==> config.mk <==
export PLATFORM = sky130hd
export DESIGN_NAME = sirm_monitor
export DESIGN_NICKNAME = d
export VERILOG_FILES = /design/src/logic/sirm_pkg.sv /design/src/logic/sirm_monitor.sv
export SDC_FILE = /design/constraint.sdc
export NUM_CORES = 1
export LEC_CHECK = 0
export BUFFER_PORTS_ARGS = -buffer_cell sky130_fd_sc_hd__buf_2
export CAP_MARGIN = 20
export CORE_MARGIN = 1.5
export CORE_UTILIZATION = 45
export CTS_CLUSTER_SIZE = 10
export DETAILED_ROUTE_END_ITERATION = 16
export GPL_TIMING_DRIVEN = 0
export HOLD_SLACK_MARGIN = 0.1
export PLACE_DENSITY_LB_ADDON = 0.1
export SLEW_MARGIN = 20
export SYNTH_ARGS = -nofsm -noshare
export SYNTH_HDL_FRONTEND = slang
export SYNTH_SLANG_ARGS = --single-unit
==> constraint.sdc <==
create_clock -name i_clk -period 2 [get_ports i_clk]
set_clock_uncertainty 0.15 [all_clocks]
set_input_delay 0.1 -clock i_clk [delete_from_list [all_inputs] [get_ports i_clk]]
set_output_delay 0.1 -clock i_clk [all_outputs]
set_load 0.03 [all_outputs]
==> src/logic/sirm_pkg.sv <==
// package for the supply integrity reset monitor: register layout, reset values and timing counts
// assumes one 100 MHz cpu clock and a plain strobe register port
package sirm_pkg;

    // ****************************************
    // register map
    // ****************************************
    localparam logic [3:0] SIRM_ADDR_CSR = 4'h0;
    localparam logic [7:0] SIRM_CSR_RESET = 8'h00;
    localparam int SIRM_BIT_SRC_SEL = 7;
    localparam int SIRM_BIT_IRQ_EN = 6;
    localparam int SIRM_BIT_WARN_FLAG = 5;
    localparam int SIRM_BIT_UV_FLAG = 4;
    localparam int SIRM_BIT_WD_FLAG = 0;

    // ****************************************
    // timing
    // ****************************************
    localparam int SIRM_CLK_MHZ = 100;
    localparam int SIRM_RST_PULSE_NS = 20000;
    localparam logic [12:0] SIRM_RST_PULSE_CYC = 13'((SIRM_RST_PULSE_NS * SIRM_CLK_MHZ + 999) / 1000);
    localparam logic [12:0] SIRM_DELAY_SHORT = 13'h0100;
    localparam logic [12:0] SIRM_DELAY_LONG = 13'h1000;

    // ****************************************
    // types
    // ****************************************
    typedef enum logic [1:0] {
        SIRM_RUN = 2'b00,
        SIRM_ACTIVE = 2'b01,
        SIRM_DELAY = 2'b10
    } sirm_state_t;

    typedef struct packed {
        logic [3:0] addr;
        logic [7:0] wdata;
        logic wr;
        logic rd;
    } sirm_bus_t;

    typedef struct packed {
        sirm_state_t st;
        logic [12:0] cnt;
        logic src_sel;
        logic irq_en;
        logic uv_flag;
        logic wd_flag;
        logic [1:0] warn_sync;
        logic [1:0] uv_sync;
        logic warn_flag;
        logic irq_pend;
        logic uv_seen;
        logic wd_seen;
        logic [7:0] rdata;
        logic rst_pin_oe;
        logic cpu_rst;
        logic irq;
        logic wake;
    } sirm_state_all_t;

endpackage

==> src/logic/sirm_monitor.sv <==
// supply integrity reset monitor: undervoltage reset, watchdog reset pulse, voltage warning flag
// assumes comparator outputs and reset pin arrive asynchronously; watchdog, cpu and bus are on i_clk
// How it works
// - watchdog underflow pulls reset pin low at least the minimum pulse time
// - undervoltage comparator output holds static reset; hysteresis lives in the analog comparator
// - threshold level low/medium/high passes out from option setting to comparator
// - reset pin stays driven low while undervoltage reset is active
// - undervoltage detector and warning only work when option enables them
// - bit 5 is read-only synchronised warning comparator output
// - bit 7 selects main supply or external sense pin for warning comparator
// - with bit 6 set, every warning flag change outside reset raises an interrupt
// - pending warning interrupt clears when cpu enters its service routine
// - warning crossing during reset delay gives no interrupt
// - enabling interrupt while flag set gives one interrupt, crossing another
// - enabling interrupt after crossing gives exactly one interrupt
// - in wait mode logic runs and a warning interrupt wakes the cpu
// - in halt mode the register is frozen and warnings do not wake
// - interrupt reaches cpu only when enabled and cpu mask is clear
// - watchdog flag set on watchdog reset, cleared by zero write or undervoltage reset
// - undervoltage flag survives later pin or watchdog resets
// - flags encode source: 00 pin, 01 watchdog, 1x undervoltage
// - after active phase, reset held 256 or 4096 cycles by option
//
// Implementation choices: the address map and the address-and-strobe port.
`timescale 1ns/10ps
module sirm_monitor
    import sirm_pkg::*;
(
    input wire logic i_clk,
    input wire logic i_sys_rst,
    input wire logic [3:0] i_addr,
    input wire logic [7:0] i_wdata,
    input wire logic i_wr,
    input wire logic i_rd,
    input wire logic i_opt_uv_enable,
    input wire logic [1:0] i_opt_uv_level,
    input wire logic i_opt_long_delay,
    input wire logic i_uv_below,
    input wire logic i_warn_below,
    input wire logic i_wd_underflow,
    input wire logic i_rst_pin_in,
    input wire logic i_cpu_irq_masked,
    input wire logic i_irq_ack,
    input wire logic i_halt,
    output logic [7:0] o_rdata,
    output logic o_rst_pin_out,
    output logic o_rst_pin_oe,
    output logic o_cpu_rst,
    output logic o_irq,
    output logic o_wake,
    output logic o_warn_src_sel,
    output logic [1:0] o_uv_level
);

    // ****************************************
    // state
    // ****************************************
    sirm_state_all_t s_q;
    sirm_state_all_t s_d;
    sirm_bus_t bus;
    logic [1:0] pin_sync_q;
    logic [1:0] level_q;
    logic [1:0] oe_dly_q;
    logic uv_active;
    logic warn_edge;
    logic en_rise;
    logic pin_low;
    logic [12:0] delay_cyc;

    // bus fields travel together
    assign bus = '{addr: i_addr, wdata: i_wdata, wr: i_wr, rd: i_rd};

    // pin sync and strap copy sit outside the state struct; option strap is caught by a clock edge
    always_ff @(posedge i_clk or posedge i_sys_rst) begin
        if (i_sys_rst) begin
            pin_sync_q <= 2'h3;
            level_q <= 2'h0;
            oe_dly_q <= 2'h3;
        end else begin
            pin_sync_q <= {pin_sync_q[0], i_rst_pin_in};
            oe_dly_q <= {oe_dly_q[0], s_q.rst_pin_oe};
            level_q <= i_opt_uv_level;
        end
    end

    // second-stage samples only; first stages feed nothing else
    assign uv_active = i_opt_uv_enable & s_q.uv_sync[1];
    // our own release takes two sync stages to read back high; ignore the pin until then,
    // otherwise the monitor would retrigger itself forever
    assign pin_low = ~pin_sync_q[1] & ~|oe_dly_q;
    assign delay_cyc = i_opt_long_delay ? SIRM_DELAY_LONG : SIRM_DELAY_SHORT;
    // flag change edge; the pending logic ignores it while cpu is in reset so a fast rise gives none
    assign warn_edge = (s_q.warn_sync[1] != s_q.warn_flag);
    assign en_rise = bus.wr && (bus.addr == SIRM_ADDR_CSR) && bus.wdata[SIRM_BIT_IRQ_EN] && !s_q.irq_en;

    // ****************************************
    // next state
    // ****************************************
    always_comb begin
        s_d = s_q;
        s_d.warn_sync = {s_q.warn_sync[0], i_warn_below & i_opt_uv_enable};
        s_d.uv_sync = {s_q.uv_sync[0], i_uv_below};
        s_d.rdata = 8'h00;

        // reset sequencer
        case (s_q.st)
            SIRM_RUN: begin
                if (uv_active) begin
                    s_d.st = SIRM_ACTIVE;
                    s_d.uv_seen = 1'b1;
                end else if (i_wd_underflow) begin
                    s_d.st = SIRM_ACTIVE;
                    s_d.cnt = SIRM_RST_PULSE_CYC;
                    s_d.wd_seen = 1'b1;
                end else if (pin_low) begin
                    s_d.st = SIRM_ACTIVE;
                    s_d.cnt = SIRM_RST_PULSE_CYC;
                end
            end
            SIRM_ACTIVE: begin
                if (uv_active) begin
                    s_d.cnt = 13'h0000; // static reset until supply recovers
                    s_d.uv_seen = 1'b1; // a drop during another reset still counts
                end else if (s_q.cnt > 13'h0001) begin
                    s_d.cnt = s_q.cnt - 13'h0001;
                end else if (!pin_low || s_q.rst_pin_oe) begin
                    s_d.st = SIRM_DELAY;
                    s_d.cnt = delay_cyc;
                end
            end
            SIRM_DELAY: begin
                if (uv_active) begin
                    s_d.st = SIRM_ACTIVE;
                    s_d.uv_seen = 1'b1;
                end else if (s_q.cnt > 13'h0001) begin
                    s_d.cnt = s_q.cnt - 13'h0001;
                end else begin
                    s_d.st = SIRM_RUN;
                    s_d.cnt = 13'h0000;
                end
            end
            default: begin
                s_d.st = SIRM_ACTIVE;
            end
        endcase
        // pin driven low through active and delay phases
        s_d.rst_pin_oe = (s_d.st != SIRM_RUN);
        s_d.cpu_rst = (s_d.st != SIRM_RUN);

        // reset source flags latched on leaving reset so cpu sees them at restart
        if (s_q.st == SIRM_DELAY && s_d.st == SIRM_RUN) begin
            if (s_q.uv_seen) begin
                s_d.uv_flag = 1'b1;
                s_d.wd_flag = 1'b0;
            end else if (s_q.wd_seen) begin
                s_d.wd_flag = 1'b1;
            end
            s_d.uv_seen = 1'b0;
            s_d.wd_seen = 1'b0;
        end

        // warning flag follows comparator; edges only count with the cpu out of reset
        if (!i_halt) begin
            s_d.warn_flag = s_q.warn_sync[1];
        end
        if (s_q.cpu_rst) begin
            s_d.irq_pend = 1'b0;
        end

        // register access; halt freezes the register contents
        if (bus.wr && bus.addr == SIRM_ADDR_CSR && !i_halt && !s_q.cpu_rst) begin
            s_d.src_sel = bus.wdata[SIRM_BIT_SRC_SEL];
            s_d.irq_en = bus.wdata[SIRM_BIT_IRQ_EN];
            // zero clears, one
            s_d.uv_flag = s_d.uv_flag & bus.wdata[SIRM_BIT_UV_FLAG];
            s_d.wd_flag = s_d.wd_flag & bus.wdata[SIRM_BIT_WD_FLAG];
        end
        if (bus.rd) begin
            if (bus.addr == SIRM_ADDR_CSR) begin
                s_d.rdata = {s_q.src_sel, s_q.irq_en, s_q.warn_flag,
                    s_q.uv_flag & i_opt_uv_enable, 3'h0, s_q.wd_flag};
            end
        end

        // interrupt pending: ack clears, a new event in the same cycle wins
        if (i_irq_ack) begin
            s_d.irq_pend = 1'b0;
        end
        if (!s_q.cpu_rst && !i_halt) begin
            if ((warn_edge && s_q.irq_en) || (en_rise && s_q.warn_flag)) begin
                s_d.irq_pend = 1'b1;
            end
        end
        if (!s_d.irq_en) begin
            s_d.irq_pend = 1'b0;
        end
        s_d.irq = s_d.irq_pend & ~i_cpu_irq_masked;
        s_d.wake = s_d.irq_pend & ~i_halt;
    end

    // state register
    always_ff @(posedge i_clk or posedge i_sys_rst) begin
        if (i_sys_rst) begin
            s_q <= '{st: SIRM_ACTIVE, cnt: SIRM_RST_PULSE_CYC, src_sel: SIRM_CSR_RESET[SIRM_BIT_SRC_SEL],
                irq_en: SIRM_CSR_RESET[SIRM_BIT_IRQ_EN], uv_flag: SIRM_CSR_RESET[SIRM_BIT_UV_FLAG],
                wd_flag: SIRM_CSR_RESET[SIRM_BIT_WD_FLAG], warn_sync: 2'h0, uv_sync: 2'h0,
                warn_flag: 1'b0, irq_pend: 1'b0, uv_seen: 1'b0, wd_seen: 1'b0, rdata: 8'h00,
                rst_pin_oe: 1'b1, cpu_rst: 1'b1, irq: 1'b0, wake: 1'b0};
        end else begin
            s_q <= s_d;
        end
    end

    // outputs straight from flops; pin output level is always low, oe drives it
    assign o_rdata = s_q.rdata;
    assign o_rst_pin_out = 1'b0;
    assign o_rst_pin_oe = s_q.rst_pin_oe;
    assign o_cpu_rst = s_q.cpu_rst;
    assign o_irq = s_q.irq;
    assign o_wake = s_q.wake;
    assign o_warn_src_sel = s_q.src_sel;
    assign o_uv_level = level_q;
endmodule

* Word-level counts from Yosys, hierarchy flattened
Cells that the tools add are included.
Word-level totals: bits in registers 44, latch bits 0, RAM bits 0, ROM bits 0, word-level logic and storage cells 104, memories 0
Cells by class: add/subtract/negate cells 1, multipliers 0, divide/modulo/power cells 0, magnitude comparators 1, equal/unequal tests 8, shift-type cells 0, mux-type cells 34, bitwise operators 11, reduce and logical (&&, ||, !) cells 30
Operators with widths (count):
- $mux 13 | 6
- $mux 15 | 3
- $pmux 13 s3 | 1
- $mux 8 | 2
- $mux 2 | 7
- $gt 13x1->1 const B | 1
- $mux 1 | 13
- $sub 13x1->13 const B | 1
- $reduce_bool 2->1 | 5
- $logic_and 1x1->1 | 9
- $and 1x1->1 | 8
- $pmux 2 s3 | 1
- $logic_not 1->1 | 5
- $reduce_and 5->1 | 1
- $logic_not 2->1 | 2
- $logic_not 4->1 | 1
- $ne 2x2->1 const B | 2
- $ne 4x4->1 const B | 1
- $mux 3 | 1
- $ne 3x3->1 const B | 1
- $not 1->1 | 3
- $reduce_and 3->1 | 1
- $reduce_bool 3->1 | 1
- $reduce_or 3->1 | 1
- 7 further kinds | 8

* Logic depth before layout (Yosys ltp)
Gate-level depths: netlist of the first run.
depth after elaboration 16, gate-level depth with buffers 9, depth with buffers taken out 8

* Least setup slack after synthesis of the first run
Ideal clock, no wire load.
path type reg-to-reg, from reg s_q[37] (netlist name), to reg s_q[29] (netlist name), library setup time 83 ps, arrival time 1892 ps, path slack -124 ps, stages on the path, launching flop included 8, period minus slack after synthesis 2124 ps, path through dfstp_2 > ha_1 > a21boi_4 > o21ai_0 > nor2_1 > nand3_1 > or3_1 > o21ai_0
Between the ends: longest elaborated chain between the ends 3, elaborated cells between the ends (all ways) 10, classes of those cells 6 x eq/ne; 1 x mux; 3 x reduce/logical
Ends and longest elaborated chain:
- start: declaration | RTL line sirm_monitor.sv:58 | sirm_state_all_t s_q;
- start signal: assignment | RTL line sirm_monitor.sv:204 | s_q <= '{st: SIRM_ACTIVE, cnt: SIRM_RST_PULSE_CYC, src_sel: SIRM_CSR_RESET[SIRM_BIT_SRC_SEL],
- $eq 2x1->1 (tied with other cells) | RTL line sirm_monitor.sv:106 | case (s_q.st)
- $ne 4x4->1 (no line) (tied with other cells)
- $reduce_and 5->1 (no line)
Several ways; a longest one is shown, not always the timed one. A chain may end at the register's enable or synchronous reset.

* Worst setup path after layout of the first run
from reg s_q[24] (netlist name), to reg s_q[29] (netlist name)
Between the ends: longest elaborated chain between the ends 4, elaborated cells between the ends (all ways) 9, classes of those cells 1 x add/sub; 1 x order compare; 1 x eq/ne; 5 x mux; 1 x reduce/logical
Ends and longest elaborated chain (RTL line):
- $sub 13x1->13 / $gt 13x1->1 (equally long branches)
- $mux 13, on equally long branches | sirm_monitor.sv:135, sirm_monitor.sv:124
- $mux 13, on equally long branches | sirm_monitor.sv:132, sirm_monitor.sv:121
- $pmux 13 s3 | sirm_monitor.sv:106
Several ways; a longest one is shown, not always the timed one. The select of a mux whose other input is x is not followed.

==> run_results.csv, run 1 <==
group,metric,value,unit
final_layout,insertedDiodeCount,0,
worst_setup_path,worstReg2RegStart,"s_q[24]$_DFFE_PP0P_",
run,maxCapViolCount,0,
clocking,cts_tree,"done",
synth,synthCells,204,
worst_setup_path,cp_cell_sequence,"ha_1, o2111a_1, nor2_4, nand3_2, or3_1, o21ai_0",
power_and_ir_drop,power_switching_share,42.3,%
sta,whs,0.145,ns
synth,synth_edf_count,0,
synth,synth-seq-cells,41,
sta,setup_slack,-0.00433,ns
sta,hold_viol,0,
floorplanning,die-area,4970,µm²
worst_setup_path,critPathArrivalTime,2.06,ns
routing,num_vias,1774,
final_layout,areaGrowthSynthToFinish,42.1,%
floorplanning,io_pins,43,
power_and_ir_drop,power.density,1460,nW/µm²
place,dp_hpwl,2.86,mm
routing,post_drt_wl_per_cell,14.0,µm
clocking,root_buffer,"clkbuf_8",
synth,synth_common_cells,"dfrtp_1, nor2_1, o21ai_0",
synth,syn-cell-area,2050,µm²
synth,ys_warn_count,0,
hold_path,min_path_type,"in -> reg",
sta,setup_viol,1,
hold_path,hold_path_startpoint,"i_addr[2]",
power_and_ir_drop,p_leak,0.00136,µW
clocking,cts.clk_slew.worst_paths,0.08,ns
routing,dr.pass1.iters,4,
power_and_ir_drop,power.internal,2460,µW
routing,drc,0,
synth,synth_seq_area_share,50.7,%
power_and_ir_drop,total_power,4270,µW
worst_setup_path,critPathMaxStageDelay,0.45,ns
global_route,antenna_found_initial,0,
power_and_ir_drop,clkPwrFrac,13.3,%
global_route,track_usage,19.9,%
final_layout,drive_gt1_share,44.4,%
synth,synth_area_per_cell,10.1,µm²
clocking,h-tree-depth,2,
outcome,violations,"negative setup slack",
worst_setup_path,crit_required,2.06,ns
sta,tightest_slew,0.502,ns
synth,synth.distinct_cells,45,
global_route,grt_first_pass_wirelength,7.88,mm
clocking,numCtsBuffers,5,
worst_setup_path,cp-end-kind,"flip-flop",
floorplanning,std_cell_rows,24,
final_layout,num-fill-cells,328,
synth,async_flop_share,100,%
worst_setup_path,critPathMaxFanout,6,
synth,yosysTopAreaCell,"dfrtp_1",
routing,detail_route.vias_per_cell,5.28,
floorplanning,die_h,70.5,µm
place,gp_congestion,0.811,
final_layout,fin_area,2920,µm²
worst_setup_path,worstReg2RegEnd,"s_q[29]$_DFFE_PP0P_",
routing,ant_nets,0,
synth,yosysMostFrequentCell,"dfrtp_1",
floorplanning,die_x,70.5,µm
sta,period_needed,2.00,ns
sta,finalCritPeriodShare,100,%
clocking,clockBufferDepth,2,
floorplanning,start_util,46.8,%
worst_setup_path,worst_setup_path_start_kind,"flip-flop",
sta,slew_headroom,66.4,%
synth,ys.flop_type,"dfrtp_1",
floorplanning,coreArea,4380,µm²
routing,wl,4.71,mm
sta,max_freq,0.499,GHz
outcome,status,"finished, violations left",
global_route,gr-total-overflow,0,
power_and_ir_drop,p_switching,1810,µW
synth,synth_top_cell_area_share,35.4,%
power_and_ir_drop,power_frac_seq,31.5,%
hold_path,min_to,"s_q[21]$_DFF_PP0_",
final_layout,final_nets,316,
place,placed_cell_area,2350,µm²
hold_path,holdPathStages,4,
global_route,grt_max_degree,29,
sta,rsz0062_at_grt,"true",
routing,drt_iter0_markers,78,
global_route,grt_pass1_vias,1738,
sta,slew_viol_final,0,
worst_setup_path,reg2regPathDepth,6,
worst_setup_path,reg2reg_slack,-0.004,ns
power_and_ir_drop,peakVddDrop,1.03,mV
worst_setup_path,crit_path_top_delay_cell,"dfrtp_2",
final_layout,postLayoutCoreUtil,66.5,%
power_and_ir_drop,combinationalPowerShare,55.2,%
worst_setup_path,path_class,"reg -> reg",
clocking,insertion_delay,0.29,ns
place,port_buffers,34,
synth,synthTopCellsByArea,"dfrtp_1, dfstp_2, o21ai_0",
clocking,clkSinkCount,41,
[routing by layer]
| metal | global-route usage [%] | vias up | part of all wire (%) |
|---|---|---|---|
| met5 | 0 | - | 0 |
| met4 | 6.41 | 0 | 1.7 |
| met3 | 4.47 | 10 | 4.1 |
| met2 | 33.5 | 45 | 50 |
| met1 | 25.4 | 853 | 44 |
| li1 | - | 866 | - |
[through the flow]
step	cells	setup TNS, ns	setup slack [ns]
floorplan	207	-0.000630	-0.000630
global placement	293	-2.17	-0.234
detailed placement	294	-2.34	-0.235
CTS	331	-0.000991	-0.000991
global route	336	-0.264	-0.0581
finish	336	-0.00433	-0.00433
[critical path, delay by kind of cell (launching register included)]
kind                       cells  cell delay [ns]
AOI/OAI and AO/OA              2             0.43
adders and majority gates      1             0.25
and+or+nand+nor                3             0.64
DFF                            1             0.45
[sequential cells by signal, summed over array words and instances (netlist names)]
signal	count
s_q	24
o_rdata	5
o_uv_level	2
oe_dly_q	2
pin_sync_q	2
s_d	2
o_cpu_rst	1
o_irq	1
o_wake	1
o_warn_src_sel	1
[area by class of cell]
class	count	area, µm²	area share (%)
Multi-Input combinational cell	142	1070	36.7
Sequential cell	41	1050	35.9
Timing Repair Buffer	69	502	17.2
Buffer	12	90.1	3.09
Clock buffer	6	82.6	2.83
Tap cell	52	65.1	2.23
Inverter	12	45.0	1.55
Clock inverter	2	13.8	0.472
[kinds of logic after synthesis]
family	count (synthesis)	synth area share, %
AOI/OAI and AO/OA	54	17.2
other	1	0.183
muxes	3	1.59
and+or+nand+nor	71	18.8
adders and majority gates	6	3.66
DFF	41	50.7
xor gates and xnor gates	3	1.28
buffers and inverters	25	6.58
[power groups by stage]
stage	clock (µW)	sequential, µW	combinational [µW]
floorplan	0	1320	1310
global placement	0	1330	1680
detailed placement	0	1340	1680
CTS	588	1330	1980
global route	618	1370	2590
finish	569	1340	2360
[cell usage in the layout, fill, tap and decap left out, types with 2 or more instances in the layout]
cell           synthesis  layout
buf_2                  3      34
dfrtp_1               29      25
nor2_1                25      24
buf_4                 10      23
dlygate4sd3_1          0      21
dfstp_2               12      12
nand2_1               12      11
o21ai_0               20      10
inv_1                 12       8
a21oi_1               11       8
and3_1                 7       7
o21ai_1                0       7
clkbuf_8               0       6
a31oi_1                6       5
inv_2                  0       4
conb_1                 1       4
dfrtp_2                0       4
nand3_1                4       3
o21ai_2                1       3
o31ai_1                4       3
a21oi_2                0       3
ha_4                   0       3
nor3_2                 0       2
nand3b_1               2       2
nor4_4                 1       2
nor4_1                 2       2
xor2_1                 2       2
nor3_1                 5       2
a31o_2                 2       2
a211oi_2               1       2
nand2b_1               2       2
mux2_2                 2       2
ha_2                   0       2
[how the worst max path moves through the flow]
stage	to	cells after the start	from	slack, ns
after floorplan	s_q[35]$_DFFE_PP0P_	8	s_q[37]$_DFF_PP1_	-0.0006
after global placement	s_q[29]$_DFFE_PP0P_	7	s_q[37]$_DFF_PP1_	-0.23
after detailed placement	s_q[29]$_DFFE_PP0P_	7	s_q[37]$_DFF_PP1_	-0.24
after CTS	s_q[32]$_DFFE_PP1P_	7	s_q[25]$_DFFE_PP0P_	-0.001
after global routing	s_q[20]$_DFF_PP0_	6	s_q[27]$_DFFE_PP0P_	-0.06
final	s_q[29]$_DFFE_PP0P_	6	s_q[24]$_DFFE_PP0P_	-0.004
[timing repair]
action / in CTS / in global routing
hold endpoints to repair: 55 / 0
hold buffers: 21 / 0
setup endpoints to repair: 17 / 18
cloned: 1 / 0
buffers inserted: 8 / 5
pin swaps: 4 / 10
gates resized for setup: 17 / 31
(Power assumes the default switching activity.)
==> inputs of run 2 (changes only) <==
Settings changed: ABC_AREA set to 1, CORE_ASPECT_RATIO set to 1.1, SLEW_MARGIN 20 to unset.
==> run_results.csv, run 2 <==
group,metric,value,unit
final_layout,areaGrowthSynthToFinish,35.0,%
synth,ys.flop_type,"dfrtp_1",
synth,synth_seq_area_share,47.5,%
global_route,gr-total-overflow,0,
synth,synth.distinct_cells,33,
sta,rsz0062_at_grt,"true",
sta,setup_viol,0,
final_layout,layout_commonest_cell,"nand2_1",
power_and_ir_drop,total_power,3800,µW
worst_setup_path,worst_setup_path_start_kind,"flip-flop",
hold_path,min_path_type,"in -> reg",
floorplanning,die-area,5300,µm²
power_and_ir_drop,clkPwrFrac,14.5,%
floorplanning,die_h,76.2,µm
global_route,grt_first_pass_wirelength,8.05,mm
worst_setup_path,crit_required,2.09,ns
routing,ant_nets,0,
floorplanning,std_cell_rows,26,
final_layout,regMostFlops,"s_q",
outcome,status,"finished clean",
synth,async_flop_share,100,%
place,port_buffers,34,
power_and_ir_drop,power.density,1280,nW/µm²
final_layout,mostFrequentLayoutCells,"nand2_1, buf_2, nor2_1, inv_1, dfrtp_1",
floorplanning,coreArea,4650,µm²
power_and_ir_drop,peakVddDrop,0.601,mV
routing,drt_iter0_markers,73,
run,maxCapViolCount,0,
sta,tightest_slew,0.822,ns
final_layout,drive_gt1_share,38.3,%
routing,num_vias,1894,
clocking,numCtsBuffers,5,
worst_setup_path,path_class,"reg -> reg",
clocking,clockBufferDepth,2,
global_route,grt_pass1_vias,1868,
global_route,antenna_found_initial,0,
final_layout,largest_register_ffs,24,
synth,synth_edf_count,0,
routing,post_drt_wl_per_cell,11.6,µm
power_and_ir_drop,p_leak,0.00151,µW
clocking,cts_tree,"done",
floorplanning,io_pins,43,
final_layout,final_nets,374,
synth,synthCells,261,
worst_setup_path,critPathArrivalTime,2.03,ns
power_and_ir_drop,power.internal,2210,µW
synth,ys_warn_count,0,
sta,max_freq,0.514,GHz
sta,slew_viol_final,0,
sta,period_needed,1.94,ns
power_and_ir_drop,p_switching,1590,µW
power_and_ir_drop,power_frac_seq,33.6,%
floorplanning,start_util,47.1,%
clocking,clkSinkCount,41,
final_layout,fin_cells,398,
synth,yosysTopAreaCell,"dfrtp_1",
sta,slew_headroom,45.1,%
routing,wl,4.62,mm
worst_setup_path,critPathMaxFanout,3,
routing,drc,0,
synth,synth-seq-cells,41,
synth,synthTopCellsByArea,"dfrtp_1, dfstp_2, nand2_1",
global_route,track_usage,18.7,%
sta,finalCritPeriodShare,97.2,%
sta,hold_viol,0,
routing,dr.pass1.iters,4,
clocking,insertion_delay,0.29,ns
synth,synth_common_cells,"nand2_1, inv_1, nor2_1",
power_and_ir_drop,power_switching_share,41.8,%
clocking,h-tree-depth,2,
clocking,root_buffer,"clkbuf_8",
synth,yosysMostFrequentCell,"nand2_1",
synth,synth_area_per_cell,8.39,µm²
place,gp_congestion,0.817,
place,dp.cells,354,
clocking,cts.clk_slew.worst_paths,0.08,ns
worst_setup_path,cp-end-kind,"flip-flop",
synth,synth_top_cell_area_share,33.1,%
global_route,grt_max_degree,42,
routing,detail_route.vias_per_cell,4.76,
final_layout,insertedDiodeCount,0,
synth,syn-cell-area,2190,µm²
power_and_ir_drop,combinationalPowerShare,51.9,%
place,dp_hpwl,3.01,mm
floorplanning,die_x,69.5,µm
run 2: cell types whose count changed in the layout (fill, tap and decap cells not counted), moves of 5 or more:
cell	delta
nand2_1	+30
inv_1	+24
nand3_1	+8
nor2_1	+8
and3_1	-7
inv_2	+7
nor2_2	+6
o21ai_1	-6
nand2_2	+5
nand4_1	+5
run 2: kinds of logic after synthesis:
kind of cell    synth area share (%)
other cells                    0.171
simple gates                    27.2
flops                           47.5
buf+inv                         11.7
xor+xnor                        1.60
compound gates                  8.45
fa+ha+maj                       3.43
run 2: cell type report:
class | count | area, µm²
clock inverters | 3 | 21.3
repair buffers | 70 | 505
well taps | 56 | 70.1
fillers | 427 | 1690
plain buffers | 11 | 90.1
flip-flops and latches | 41 | 1040
multi-input cells | 167 | 985
inverters | 45 | 176
clock buffers | 5 | 68.8
run 2: worst paths after layout:
kind,cells after the start,slack (ns),to,start
worst max-delay path,12,0.06,s_q[32]$_DFFE_PP1P_,s_q[37]$_DFF_PP1_
worst min-delay path,5,0.11,o_warn_src_sel$_DFFE_PP0P_,i_addr[2]
worst max register to register,12,0.06,s_q[32]$_DFFE_PP1P_,s_q[37]$_DFF_PP1_
worst min register to register,0,0.20,s_q[19]$_DFF_PP0_,s_d[19]$_DFF_PP0_
max in group asynchronous,3,0.82,s_q[38]$_DFF_PP0_,i_sys_rst
min in group asynchronous,3,0.36,s_q[25]$_DFFE_PP0P_,i_sys_rst
run 2: timing repair:
item,CTS,global route
gates resized for setup,6,24
setup endpoints to repair,12,16
buffers inserted,7,8
pin swaps,4,12
hold buffers,21,0
hold endpoints to repair,49,0
cloned,0,0
run 2: power by group through the flow:
stage / Sequential, µW / Clock (µW) / Combinational [µW]
after floorplan: 1280 / 0 / 1120
after global placement: 1280 / 0 / 1420
after detailed placement: 1280 / 0 / 1430
after CTS: 1260 / 573 / 1720
after global routing: 1300 / 609 / 2200
final: 1280 / 553 / 1970
run 2: layer usage:
| metal | wire [µm] | share of wire (%) | track usage [%] | vias to the layer above |
|---|---|---|---|---|
| met5 | 0 | 0 | 0 | - |
| met4 | 76 | 1.6 | 9.02 | 0 |
| met3 | 134 | 2.9 | 3.17 | 7 |
| met2 | 2430 | 53 | 33.1 | 36 |
| met1 | 1980 | 43 | 21.7 | 884 |
| li1 | - | - | - | 967 |
run 2: metrics by stage:
stage	hold WS (ns)	worst slack, ns	cell area, µm²	TNS, ns	util, %
finish	0.110	0.0553	2960	0	63.6
global route	0.175	-0.0636	2960	-0.198	63.6
global placement	0.0574	-0.153	2440	-0.789	52.5
floorplan	-0.0455	0.0731	2200	0	-
detailed placement	0.0561	-0.142	2440	-0.756	52.5
CTS	0.104	0.00147	2840	0	61.0
run 2: worst max-delay path: stages, from the launching register on:
cell and delay [ns]:
dfstp_2 0.56, buf_4 0.11, ha_1 0.17, inv_2 0.07, nor2_4 0.10, inv_2 0.05
nand2_1 0.07, nand2_1 0.08, nor2_4 0.11, o21ai_0 0.09, a21oi_1 0.18, nor2_2 0.05
a21oi_2 0.09
==> inputs of run 3 (changes only) <==
==> constraint.sdc (replaced) <==
create_clock -name i_clk -period 2 [get_ports i_clk]
set_clock_uncertainty 0.15 [all_clocks]
set_input_delay 0 -clock i_clk [delete_from_list [all_inputs] [get_ports i_clk]]
set_output_delay 0 -clock i_clk [all_outputs]
set_load 0.03 [all_outputs]
==> run_results.csv, run 3 (same netlist as run 2, synthesis figures left out) <==
group,metric,value,unit
global_route,antenna_found_initial,0,
sta,setup_viol,0,
final_layout,drive_gt1_share,40.2,%
final_layout,largest_register_ffs,24,
routing,wl,4.89,mm
power_and_ir_drop,power.density,1270,nW/µm²
outcome,status,"finished clean",
worst_setup_path,path_class,"reg -> reg",
clocking,numCtsBuffers,5,
clocking,clkSinkCount,41,
sta,slew_headroom,44.7,%
final_layout,regMostFlops,"s_q",
clocking,h-tree-depth,2,
floorplanning,io_pins,43,
power_and_ir_drop,total_power,3850,µW
floorplanning,die_h,76.2,µm
floorplanning,std_cell_rows,26,
final_layout,fin_area,3030,µm²
sta,period_needed,1.92,ns
final_layout,mostFrequentLayoutCells,"nand2_1, buf_2, inv_1",
clocking,root_buffer,"clkbuf_8",
worst_setup_path,critPathArrivalTime,1.96,ns
worst_setup_path,crit_required,2.04,ns
global_route,track_usage,19.0,%
clocking,cts.clk_slew.worst_paths,0.08,ns
global_route,grt_max_degree,42,
place,dp_hpwl,3.01,mm
worst_setup_path,worst_setup_path_start_kind,"flip-flop",
final_layout,postLayoutCoreUtil,65.2,%
routing,drc,0,
final_layout,insertedDiodeCount,0,
clocking,cts_tree,"done",
hold_path,min_path_type,"in -> reg",
global_route,grt_first_pass_wirelength,8.19,mm
power_and_ir_drop,peakVddDrop,0.602,mV
place,placed_cell_area,2440,µm²
floorplanning,start_util,47.1,%
routing,dr.pass1.iters,4,
routing,detail_route.vias_per_cell,4.73,
sta,finalSetupTns,0,ns
floorplanning,coreArea,4650,µm²
sta,rsz0062_at_grt,"true",
floorplanning,die-area,5300,µm²
clocking,insertion_delay,0.30,ns
sta,tightest_slew,0.828,ns
place,port_buffers,34,
worst_setup_path,critPathMaxFanout,5,
routing,post_drt_wl_per_cell,12.2,µm
power_and_ir_drop,p_leak,0.00153,µW
worst_setup_path,cp-end-kind,"flip-flop",
final_layout,layout_commonest_cell,"nand2_1",
sta,whs,0.0757,ns
routing,num_vias,1900,
global_route,grt_pass1_vias,1899,
final_layout,final_nets,378,
global_route,gr-total-overflow,0,
sta,slew_viol_final,0,
final_layout,areaGrowthSynthToFinish,38.4,%
place,gp_congestion,0.817,
routing,ant_nets,0,
run,maxCapViolCount,0,
sta,max_freq,0.521,GHz
floorplanning,die_x,69.5,µm
routing,drt_iter0_markers,82,
sta,hold_viol,0,
clocking,clockBufferDepth,2,
sta,finalCritPeriodShare,96.0,%
==> run 3: critical path, stage by stage (launching register included) <==
cell     delay (ns)
dfstp_2        0.56
inv_4          0.05
ha_4           0.26
inv_2          0.03
nor2_2         0.09
nand2_1        0.06
o21ai_2        0.08
nand2_4        0.10
inv_6          0.09
nand4_1        0.10
xor2_1         0.19
nor2_1         0.06
==> run 3: path summary, 6_finish.rpt <==
kind | startpoint | endpoint | slack (ns) | depth (start not counted)
max | s_q[37]$_DFF_PP1_ | s_q[35]$_DFFE_PP0P_ | 0.08 | 11
min in group asynchronous | i_sys_rst | s_q[24]$_DFFE_PP0P_ | 0.26 | 3
max in group asynchronous | i_sys_rst | s_q[38]$_DFF_PP0_ | 0.92 | 3
min | i_addr[0] | o_warn_src_sel$_DFFE_PP0P_ | 0.08 | 5
min reg2reg | s_d[17]$_DFF_PP0_ | s_q[17]$_DFF_PP0_ | 0.20 | 0
max reg2reg | s_q[37]$_DFF_PP1_ | s_q[35]$_DFFE_PP0P_ | 0.08 | 11
==> run 3: repair_timing <==
action	CTS	global route
hold buffers	25	0
resized for setup	6	35
pin swaps	4	14
buffers inserted	7	9
endpoints found under the setup margin	12	19
hold endpoints to repair	51	0
==> run 3: where the power goes <==
group          switching (µW)  total (µW)  internal [µW]
sequential                171        1280           1110
clock                     304         552            248
combinational            1130        2020            891
total                    1610        3850           2240
==> run 3: metrics by stage <==
stage,std cells,setup slack (ns)
floorplan,264,0.0731
global placement,354,-0.153
detailed placement,354,-0.142
CTS,394,0.00147
global route,402,-0.0365
finish,402,0.0791
==> run 3: final cells by class <==
| type | instances | area, µm² |
|---|---|---|
| clock buffer | 5 | 68.8 |
| clock inverter | 3 | 21.3 |
| sequential | 41 | 1040 |
| inverter | 45 | 176 |
| multi-input combinational | 167 | 1010 |
| buffer | 11 | 90.1 |
| tap | 56 | 70.1 |
| timing repair buffer | 74 | 551 |
| fill | 416 | 1620 |
==> run 3: routing by layer <==
layer | up-vias | global-route usage, % | wire (µm)
met4 | 0 | 9.61 | 165
met2 | 40 | 33.7 | 2530
met5 | - | 0 | 0
li1 | 974 | - | -
met1 | 871 | 22.0 | 2040
met3 | 15 | 3.17 | 157
